===== src/design/cqg_pkg.sv =====
// package: register map, field layout and constants of the capture/encoder glue
`default_nettype none
package cqg_pkg;
   // register byte addresses
   localparam logic [5:0] CQG_CLK_EN_LOW_OFS  = 6'h00;
   localparam logic [5:0] CQG_CLK_EN_OFS      = 6'h04;
   localparam logic [5:0] CQG_PATH_SEL_LOW    = 6'h08;
   localparam logic [5:0] CQG_PATH_SEL_CE     = 6'h0C;
   localparam logic [5:0] CQG_PATH_SEL_MID    = 6'h10;
   localparam logic [5:0] CQG_PATH_SEL_HIGH   = 6'h14;
   localparam logic [5:0] CQG_TRIP_SEL_OFS    = 6'h18;
   localparam logic [5:0] CQG_IRQ_STATUS_OFS  = 6'h1C;
   localparam logic [5:0] CQG_IRQ_ENABLE_OFS  = 6'h20;
   localparam logic [5:0] CQG_IRQ_CLEAR_OFS   = 6'h24;
   // writable bits and reset values
   localparam logic [31:0] CQG_CLK_EN_MASK    = 32'h01010101;
   localparam logic [31:0] CQG_CLK_EN_RST     = 32'h01010101;
   localparam logic [31:0] CQG_PATH_SEL_MASK  = 32'h07070707;
   localparam logic [31:0] CQG_PATH_SEL_RST   = 32'h01010101;
   localparam logic [31:0] CQG_TRIP_SEL_MASK  = 32'h07777777;
   localparam logic [31:0] CQG_TRIP_SEL_RST   = 32'h00000000;
   localparam logic [31:0] CQG_IRQ_MASK       = 32'h00000003;
   // field geometry
   localparam int CQG_EN_STRIDE   = 8;
   localparam int CQG_SEL_STRIDE  = 8;
   localparam int CQG_TRIP_STRIDE = 4;
   localparam int CQG_NUM_CAP     = 6;
   localparam int CQG_NUM_QEP     = 2;
   localparam int CQG_NUM_PWM     = 7;
   localparam int CQG_NUM_IN      = 14;
   // path select codes
   localparam logic [2:0] CQG_SEL_SYNC = 3'h1;
   localparam logic [2:0] CQG_SEL_FILT = 3'h2;
   // trip-zone four select codes
   localparam logic [2:0] CQG_TRIP_ANY  = 3'h1;
   localparam logic [2:0] CQG_TRIP_ENC1 = 3'h2;
   localparam logic [2:0] CQG_TRIP_ENC2 = 3'h4;
   // filter width in peripheral clocks
   localparam int CQG_FILT_CYC = 6;
   // one encoder's input set
   typedef struct packed {
      logic strobe;
      logic index;
      logic b;
      logic a;
   } cqg_qep_pins_t;
   // bus slave states
   typedef enum logic [1:0] {
      CQG_BUS_IDLE = 2'b01,
      CQG_BUS_RDY  = 2'b10
   } cqg_bus_state_t;
endpackage : cqg_pkg
`default_nettype wire


===== src/design/cqg_glue.sv =====
// module: capture and encoder clock gating, input path selection and trip routing
`default_nettype none
module cqg_glue
   import cqg_pkg::*;
#(
   parameter int FILT_CYC = CQG_FILT_CYC
) (
   // clock, reset, clock enable
   input  wire logic                          mclk,
   input  wire logic                          rst_n,
   input  wire logic                          ce,
   // avalon-mm slave
   input  wire logic [5:0]                    avs_address,
   input  wire logic                          avs_read,
   input  wire logic                          avs_write,
   input  wire logic [31:0]                   avs_writedata,
   input  wire logic [3:0]                    avs_byteenable,
   output logic [31:0]                        avs_readdata,
   output logic                               avs_waitrequest,
   output logic                               irq,
   // system reset and clock gates
   input  wire logic                          system_reset_low,
   output logic [CQG_NUM_CAP-1:0]             capture_clock_gate,
   output logic [CQG_NUM_QEP-1:0]             encoder_clock_gate,
   // capture pins and module side
   input  wire logic [CQG_NUM_CAP-1:0]        cap_pin_i,
   output logic [CQG_NUM_CAP-1:0]             cap_pin_o,
   output logic [CQG_NUM_CAP-1:0]             cap_pin_oe,
   output logic [CQG_NUM_CAP-1:0]             cap_to_module,
   input  wire logic [CQG_NUM_CAP-1:0]        auxiliary_pwm_mode,
   input  wire logic [CQG_NUM_CAP-1:0]        aux_pwm_out,
   // encoder pins and module side
   input  wire cqg_qep_pins_t [CQG_NUM_QEP-1:0] qep_pin_i,
   output cqg_qep_pins_t [CQG_NUM_QEP-1:0]    qep_to_module,
   input  wire logic [CQG_NUM_QEP-1:0]        phase_error_out,
   // pwm trip inputs, active low
   output logic [CQG_NUM_PWM-1:0]             trip_zone_four_low
);

   // elaboration check: the four-bit filter counter serves 1 to 15 clocks only
   if (FILT_CYC < 1 || FILT_CYC > 15) begin : g_filt_range
      $error("cqg_glue: FILT_CYC out of range");
   end

   // control and status storage
   logic [31:0]                clk_en_low, clk_en, sel_low, sel_ce, sel_mid, sel_high, trip_sel;
   logic [CQG_NUM_QEP-1:0]     irq_status, irq_enable, err_q;
   cqg_bus_state_t             bus_state;
   logic [31:0]                wr_word;
   logic                       wr_go;
   logic [CQG_NUM_IN-1:0]      pin_raw, sync1, sync2, filt, path_out;
   logic [3:0]                 filt_cnt [CQG_NUM_IN];
   logic [127:0]               sel_flat;

   // merge written bytes into an old word
   function automatic logic [31:0] cqg_merge(input logic [31:0] old, input logic [31:0] mask);
      logic [31:0] be;
      be = {{8{avs_byteenable[3]}}, {8{avs_byteenable[2]}}, {8{avs_byteenable[1]}}, {8{avs_byteenable[0]}}};
      cqg_merge = ((old & ~be) | (avs_writedata & be)) & mask;
   endfunction : cqg_merge

   // path choice; unknown codes take the plain synchronised level
   function automatic logic cqg_path(input logic [2:0] code, input logic s, input logic f);
      cqg_path = (code == CQG_SEL_FILT) ? f : s;
   endfunction : cqg_path

   // trip source choice, high means a phase error is flagged
   function automatic logic cqg_trip(input logic [2:0] code, input logic [1:0] e);
      case (code)
         CQG_TRIP_ANY:  cqg_trip = |e;
         CQG_TRIP_ENC1: cqg_trip = e[0];
         CQG_TRIP_ENC2: cqg_trip = e[1];
         default:       cqg_trip = 1'b0;
      endcase
   endfunction : cqg_trip

   // bus handshake: writes finish at once, reads take one wait cycle
   assign wr_go = ce && avs_write;
   assign avs_waitrequest = (avs_read || avs_write) && (!ce || (avs_read && bus_state != CQG_BUS_RDY));
   assign wr_word = avs_writedata;

   always_ff @(posedge mclk or negedge rst_n) begin
      if (!rst_n) begin
         bus_state <= CQG_BUS_IDLE;
      end else if (ce) begin
         case (bus_state)
            CQG_BUS_IDLE: bus_state <= avs_read ? CQG_BUS_RDY : CQG_BUS_IDLE;
            CQG_BUS_RDY:  bus_state <= CQG_BUS_IDLE;
            default:      bus_state <= CQG_BUS_IDLE;
         endcase
      end
   end

   // read data captured in the wait cycle; unmapped reads give zero
   always_ff @(posedge mclk or negedge rst_n) begin
      if (!rst_n) begin
         avs_readdata <= 32'h00000000;
      end else if (ce && avs_read && bus_state == CQG_BUS_IDLE) begin
         case (avs_address)
            CQG_CLK_EN_LOW_OFS: avs_readdata <= clk_en_low;
            CQG_CLK_EN_OFS:     avs_readdata <= clk_en;
            CQG_PATH_SEL_LOW:   avs_readdata <= sel_low;
            CQG_PATH_SEL_CE:    avs_readdata <= sel_ce;
            CQG_PATH_SEL_MID:   avs_readdata <= sel_mid;
            CQG_PATH_SEL_HIGH:  avs_readdata <= sel_high;
            CQG_TRIP_SEL_OFS:   avs_readdata <= trip_sel;
            CQG_IRQ_STATUS_OFS: avs_readdata <= {30'h0, irq_status};
            CQG_IRQ_ENABLE_OFS: avs_readdata <= {30'h0, irq_enable};
            default:            avs_readdata <= 32'h00000000;
         endcase
      end
   end

   // control registers; clock enables come up set
   always_ff @(posedge mclk or negedge rst_n) begin
      if (!rst_n) begin
         clk_en_low <= CQG_CLK_EN_RST;
         clk_en     <= CQG_CLK_EN_RST;
         sel_low    <= CQG_PATH_SEL_RST;
         sel_ce     <= CQG_PATH_SEL_RST;
         sel_mid    <= CQG_PATH_SEL_RST;
         sel_high   <= CQG_PATH_SEL_RST;
         trip_sel   <= CQG_TRIP_SEL_RST;
         irq_enable <= 2'h0;
      end else if (wr_go) begin
         case (avs_address)
            CQG_CLK_EN_LOW_OFS: clk_en_low <= cqg_merge(clk_en_low, CQG_CLK_EN_MASK);
            CQG_CLK_EN_OFS:     clk_en     <= cqg_merge(clk_en, CQG_CLK_EN_MASK);
            CQG_PATH_SEL_LOW:   sel_low    <= cqg_merge(sel_low, CQG_PATH_SEL_MASK);
            CQG_PATH_SEL_CE:    sel_ce     <= cqg_merge(sel_ce, CQG_PATH_SEL_MASK);
            CQG_PATH_SEL_MID:   sel_mid    <= cqg_merge(sel_mid, CQG_PATH_SEL_MASK);
            CQG_PATH_SEL_HIGH:  sel_high   <= cqg_merge(sel_high, CQG_PATH_SEL_MASK);
            CQG_TRIP_SEL_OFS:   trip_sel   <= cqg_merge(trip_sel, CQG_TRIP_SEL_MASK);
            CQG_IRQ_ENABLE_OFS: irq_enable <= wr_word[1:0] & CQG_IRQ_MASK[1:0];
            default:            ;
         endcase
      end
   end

   // clock gates: forced on while system reset is low so modules reset cleanly
   always_comb begin
      for (int i = 0; i < CQG_NUM_CAP; i++) begin
         if (i < 4) begin
            capture_clock_gate[i] = !system_reset_low || clk_en_low[i*CQG_EN_STRIDE];
         end else begin
            capture_clock_gate[i] = !system_reset_low || clk_en[(i-4)*CQG_EN_STRIDE];
         end
      end
      for (int j = 0; j < CQG_NUM_QEP; j++) begin
         encoder_clock_gate[j] = !system_reset_low || clk_en[(j+2)*CQG_EN_STRIDE];
      end
   end

   // fourteen input lines in select-field order
   assign pin_raw  = {qep_pin_i[1].strobe, qep_pin_i[1].index, qep_pin_i[1].b, qep_pin_i[1].a,
                      qep_pin_i[0].strobe, qep_pin_i[0].index, qep_pin_i[0].b, qep_pin_i[0].a, cap_pin_i};
   assign sel_flat = {sel_high, sel_mid, sel_ce, sel_low};

   // double synchroniser; first stage only feeds the second
   always_ff @(posedge mclk or negedge rst_n) begin
      if (!rst_n) begin
         sync1 <= 14'h0000;
         sync2 <= 14'h0000;
      end else if (ce) begin
         sync1 <= pin_raw;
         sync2 <= sync1;
      end
   end

   // filter: a new level passes only after FILT_CYC steady clocks; shorter glitches are dropped
   always_ff @(posedge mclk or negedge rst_n) begin
      if (!rst_n) begin
         filt <= 14'h0000;
         for (int k = 0; k < CQG_NUM_IN; k++) filt_cnt[k] <= 4'h0;
      end else if (ce) begin
         for (int k = 0; k < CQG_NUM_IN; k++) begin
            if (sync2[k] == filt[k]) begin
               filt_cnt[k] <= 4'h0;
            end else if (filt_cnt[k] == 4'(FILT_CYC - 1)) begin
               filt[k]     <= sync2[k];
               filt_cnt[k] <= 4'h0;
            end else begin
               filt_cnt[k] <= filt_cnt[k] + 4'h1;
            end
         end
      end
   end

   // registered path select toward the modules
   always_ff @(posedge mclk or negedge rst_n) begin
      if (!rst_n) begin
         path_out <= 14'h0000;
      end else if (ce) begin
         for (int k = 0; k < CQG_NUM_IN; k++) begin
            path_out[k] <= cqg_path(sel_flat[k*CQG_SEL_STRIDE +: 3], sync2[k], filt[k]);
         end
      end
   end
   assign cap_to_module = path_out[CQG_NUM_CAP-1:0];
   assign qep_to_module = path_out[CQG_NUM_IN-1:CQG_NUM_CAP];

   // auxiliary pwm: module output onto the pin, registered
   always_ff @(posedge mclk or negedge rst_n) begin
      if (!rst_n) begin
         cap_pin_o  <= 6'h00;
         cap_pin_oe <= 6'h00;
      end else if (ce) begin
         cap_pin_o  <= aux_pwm_out & auxiliary_pwm_mode;
         cap_pin_oe <= auxiliary_pwm_mode;
      end
   end

   // trip zone four: selected phase errors, inverted; held inactive high in reset
   always_ff @(posedge mclk or negedge rst_n) begin
      if (!rst_n) begin
         trip_zone_four_low <= 7'h7F;
      end else if (ce) begin
         for (int p = 0; p < CQG_NUM_PWM; p++) begin
            trip_zone_four_low[p] <= !cqg_trip(trip_sel[p*CQG_TRIP_STRIDE +: 3], phase_error_out);
         end
      end
   end

   // sticky phase-error events; a new rise beats a same-cycle clear
   always_ff @(posedge mclk or negedge rst_n) begin
      if (!rst_n) begin
         err_q      <= 2'h0;
         irq_status <= 2'h0;
      end else if (ce) begin
         err_q      <= phase_error_out;
         irq_status <= (irq_status & ~((wr_go && avs_address == CQG_IRQ_CLEAR_OFS) ? wr_word[1:0] : 2'h0))
                       | (phase_error_out & ~err_q);
      end
   end
   assign irq = |(irq_status & irq_enable);
endmodule : cqg_glue
`default_nettype wire


===== config.mk =====
export PLATFORM = sky130hd
export DESIGN_NAME = cqg_glue
export DESIGN_NICKNAME = d
export VERILOG_FILES = /design/src/design/cqg_pkg.sv /design/src/design/cqg_glue.sv
export SDC_FILE = /design/constraint.sdc
export NUM_CORES = 1
export LEC_CHECK = 0
export BUFFER_PORTS_ARGS = -buffer_cell sky130_fd_sc_hd__buf_2
export CORE_ASPECT_RATIO = 0.75
export CORE_MARGIN = 4
export CORE_UTILIZATION = 25
export CTS_CLUSTER_SIZE = 12
export DETAILED_ROUTE_END_ITERATION = 12
export GPL_ROUTABILITY_DRIVEN = 1
export GPL_TIMING_DRIVEN = 0
export SETUP_SLACK_MARGIN = 0.15
export SLEW_MARGIN = 20
export SYNTH_ARGS = -nofsm -noshare
export SYNTH_HDL_FRONTEND = slang
export SYNTH_SLANG_ARGS = --single-unit

===== constraint.sdc =====
create_clock -name mclk -period 1.5 [get_ports mclk]
set_input_delay 0.15 -clock mclk [delete_from_list [all_inputs] [get_ports mclk]]
set_output_delay 0.15 -clock mclk [all_outputs]
set_load 0.02 [all_outputs]

-- Word-level counts from Yosys, hierarchy flattened
Index checks and enable logic that the tools add are counted.
- $add $sub $neg: 14
- reductions and logical operators: 50
- equal/unequal tests: 74
- bitwise operators: 37
- mux-type cells: 60
- operators by type and width (cell ; number):
    27-bit one-hot mux with 9 select lines ; 1
    27-bit bitwise AND ; 6
    27-bit bitwise OR ; 5
    4-bit 2-to-1 mux ; 28
    3-bit by 2-bit == test with 1-bit output, second input constant ; 21
    4-bit by 1-bit adder with 4-bit output, second input constant ; 14
    4-bit by 3-bit == test with 1-bit output, second input constant ; 14
    25-bit bitwise AND ; 2
    25-bit bitwise OR ; 2
    3-bit AND reduction ; 14
    27-bit inverter ; 1
    6-bit by 5-bit == test with 1-bit output, second input constant ; 4
    3-bit by 1-bit == test with 1-bit output, second input constant ; 7
    3-bit == test, second input constant ; 7
    1-bit 2-to-1 mux ; 21
    1-bit one-hot mux with 3 select lines ; 7
    2-bit AND reduction ; 8
    1-bit == test ; 14
    1-bit inverter ; 14
    6-bit by 4-bit == test with 1-bit output, second input constant ; 2
    6-bit == test, second input constant ; 2
    1-bit logical OR ; 10
    1-bit logical NOT ; 9
    2-bit bitwise AND ; 3
    10 further kinds ; 19
- register bits after elaboration: 248
- word-level logic and storage cells: 281
- output and inout bits: 75
- input port bits: 76

-- Logic depth before layout (Yosys ltp)
- depth after elaboration: 6
- gate-level depth with buffers: 6
- depth with buffers taken out: 6

-- Worst setup path after synthesis
OpenSTA, ideal clock, no wires.
- path type: input to output
- start point: input port ce
- end point: output port avs_waitrequest
- buffers on the path: 4
- slack: 0.015 ns
- data required time: 1.350 ns
- stages on the path: 5
- data arrival time: 1.335 ns
- cells stage by stage: buf_4 clkbuf_1 buf_1 buf_1 a21oi_1
- word-level cells in the longest chain between the ends: 3
- ends and longest elaborated chain (element ; line ; text):
    start: declaration ; cqg_glue.sv:11 ; input wire logic ce,
    1-bit logical NOT ; cqg_glue.sv:79 ; assign avs_waitrequest = (avs_read || avs_write) && (!ce || (avs_read && bus_state != CQG_BUS_RDY));
    1-bit logical OR ; cqg_glue.sv:79 ;
    1-bit logical AND ; cqg_glue.sv:79 ;
    end: declaration ; cqg_glue.sv:19 ; output logic avs_waitrequest,
Every way passes these cells.

-- Worst setup path after layout
- start point: register bus_state[0]
- end point: register avs_readdata[16]
- word-level cells in the longest chain between the ends: 2
- ends and longest elaborated chain (element ; line ; text):
    start: declaration ; cqg_glue.sv:48 ; cqg_bus_state_t bus_state;
    start signal: assignment ; cqg_glue.sv:87 ; CQG_BUS_IDLE: bus_state <= avs_read ? CQG_BUS_RDY : CQG_BUS_IDLE;
    2-bit by 1-bit == test with 1-bit output ; cqg_glue.sv:98 ; end else if (ce && avs_read && bus_state == CQG_BUS_IDLE) begin
    1-bit logical AND ; cqg_glue.sv:98 ;
    end signal: assignment ; cqg_glue.sv:100 ; CQG_CLK_EN_LOW_OFS: avs_readdata <= clk_en_low;
    end signal: assignment ; cqg_glue.sv:101 ; CQG_CLK_EN_OFS: avs_readdata <= clk_en;
    end signal: assignment ; cqg_glue.sv:102 ; CQG_PATH_SEL_LOW: avs_readdata <= sel_low;
    end: declaration ; cqg_glue.sv:18 ; output logic [31:0] avs_readdata,
Every way passes these cells.
A chain may end at the register's enable or synchronous reset.

==> flow_metrics.tcl <==
set metrics [dict create \
    place_congestion 0.819 \
    initial_core_util 0.252 \
    endpoint_kind "register" \
    run_status "finished with violations" \
    multi_input_area_sq_um 6090 \
    avgSynthCellArea_sq_um 11.3 \
    die_area_sq_um 49900 \
    drc 0 \
    ys_warn_count 0 \
    p_seq_frac 0.407 \
    overflow 0 \
    critPathRequiredTime_ns 1.91 \
    hold_path_class "primary input to async pin" \
    cp-start-kind "register" \
    power_frac_clock 0.312 \
    worstSkewPairLatency_ns 0.54 \
    path_clk_slew_ns 0.06 \
    ctsHoldBuffers 51 \
    timing.final.ws_setup_ns -0.127 \
    io_buffers 126 \
    report.final.slew_viol_count 0 \
    ys_seq_area_frac 0.515 \
    cts.sinks 237 \
    postSynthCellCount 1030 \
    numCtsBuffers 26 \
    p_comb_frac 0.281 \
    synth-adder-area-share 0.0302 \
    setup_viol 21 \
    area_delta_synth_final_pct 40.1 \
    synth-async-reset-ratio 1.00 \
    power_leakage_nw 7.41 \
    dp_hpwl_mm 24.9 \
    avgViaCountPerCell 4.82 \
    arrival_ns 2.04 \
    h-tree-depth 1 \
    peakVddDrop_mv 0.827 \
    num_rows 68 \
    synth-xor-area-share 0.0151 \
    synth_top_family_by_area "multiplexers" \
    hold_viol 86 \
    max-slew-margin-rel 0.327 \
    cp_max_fo 8 \
    switching_power_w 0.00622 \
    tns_ns -2.10 \
    power_density_nw_per_um2 1250 \
    worstMarginPinSlew_ns 1.01 \
    first_pass_iters 7 \
    drive_gt1_frac 0.458 \
    die_h_microns 195 \
    fin_util 0.354 \
    drt.antenna.violating_nets 0 \
    wl_per_cell_microns 18.9 \
    fin_skew_ns 0.0165 \
    period_share 1.08 \
    fp.dieW_microns 257 \
    violations "hold timing, setup timing" \
    grt_pass1_vias 9513 \
    wirelength_mm 36.8 \
    fin_worst_hold_slack_ns -0.456 \
    yosys.cell_types.count 55 \
    cts_buffer_depth 3 \
    grt_start_max_net_pins 97 \
    vias 9378 \
    max_cap_violations 0 \
    antenna_cells 0 \
    drt_iter0_markers 615 \
    internal-power_w 0.0141 \
    synth_seq_cells 237 \
    grt_pass1_wl_mm 56.1 \
    synth_compound_area_frac 0.109 \
    num-nets-final 1433 \
    cts_tree "done" \
    grt_use_total 0.141 \
    crit_type "register to register" \
    synth_edf_count 0 \
    antenna_found_initial 0 \
    synth_area_sq_um 11600 \
    clock-root-buffer "clkbuf_16" \
    mostFrequentLayoutCell "dfrtp_1" \
    synth-main-ff-cell "dfrtp_1" \
    synthMuxAreaShare 0.153 \
    yosys.area_share.simple 0.141 \
    io_pins 151 \
    layout_common_cells "201 x dfrtp_1, 126 x mux2_2, 120 x buf_2" \
    core_sq_um 45900 \
    max_freq_mhz 615 \
    n_fill_cell 4492 \
    rsz0062_at_grt "yes" \
    swShare 0.305 \
    ff_latch_area_sq_um 5980 \
    post-route-min-period_ns 1.63 \
]
-- metrics by stage --
stage	setup slack [ns]	cells	total power, W	cell area [sq um]
detailed placement	-1.19	1763	0.0119	13200
finish	-0.127	1944	0.0203	16200
global placement	-4.08	1761	0.0117	13100
global route	-0.196	1944	0.0214	16200
floorplan	0.0903	1040	0.0107	11700
CTS	-0.112	1918	0.0196	15700
-- layer usage --
layer,part of all wire,vias to the layer above,GRT usage,wire length [microns]
met2,0.45,252,0.221,16600
li1,-,4284,-,-
met5,0,-,0,0
met4,0.019,0,0.0279,705
met3,0.063,49,0.0319,2320
met1,0.47,4793,0.201,17200
-- critical path: stages (launching register included) --
cell and delay, ns:
dfstp_2 0.58, buf_6 0.11, nand4b_1 0.10, buf_6 0.18, a32o_1 0.21, a221oi_2 0.19, a32oi_2 0.12
-- cell usage after synthesis (8+ instances only) --
cell	n	area (sq um)
a21oi_1	22	110
a22oi_1	8	60.1
a32oi_1	9	78.8
and3_1	11	68.8
and3b_1	19	166
buf_1	14	52.6
buf_2	8	40.0
buf_4	13	97.6
clkbuf_1	20	75.1
dfrtp_1	205	5130
dfstp_2	32	841
ha_1	28	350
inv_1	45	169
mux2_2	137	1540
mux2i_1	23	230
nand2_1	77	289
nand2b_1	30	188
nand3_1	34	170
nand3b_1	17	128
nor2_1	49	184
nor3b_1	12	90.1
o211ai_1	13	97.6
o21ai_0	60	300
o22ai_1	16	100
o2bb2ai_1	16	140
or3_1	11	68.8
xor2_1	15	131
-- cells by family after synthesis --
group / Yosys count
and+or+nand+nor: 295
DFF: 237
AOI/OAI and AO/OA: 189
muxes: 160
buffers and inverters: 100
adders and majority gates: 28
xor gates and xnor gates: 20
other: 1
-- what timing repair did --
item	4_1_cts	5_1_grt
setup buffers	53	25
gates resized for setup	201	100
hold endpoints to repair	165	59
pin swaps	43	37
cloned	3	1
setup endpoints to repair	168	115
-- power by group through the flow --
stage                     sequential (W)  combinational [W]  clock [W]
final                            0.00829            0.00572    0.00634
after global routing             0.00840            0.00625    0.00677
after CTS                        0.00816            0.00493    0.00649
after detailed placement         0.00828            0.00364          0
after global placement           0.00824            0.00350          0
after floorplan                  0.00822            0.00246          0
-- final timing paths --
path	start	endpoint	slack (ns)	depth (start not counted)
setup / recovery	bus_state[0]	avs_readdata[16]	-0.13	6
hold / removal	rst_n	cap_pin_o[4]	-0.46	1
setup reg to reg	bus_state[0]	avs_readdata[16]	-0.13	6
hold reg to reg	err_q[0]	irq_status[0]	0.45	1
max in group asynchronous	rst_n	async pin	0.68	3
min in group mclk	phase_error_out[1]	irq_status[1]	0.07	3
-- layout make-up --
cell class,count,area share
clock buffers,42,0.0481
inverters,45,0.0104
multi-input cells,703,0.375
repair buffers,261,0.123
clock inverters,6,0.00362
flip-flops and latches,237,0.368
plain buffers,55,0.0258
well taps,595,0.0458
Power figures use the tool's default switching activity.
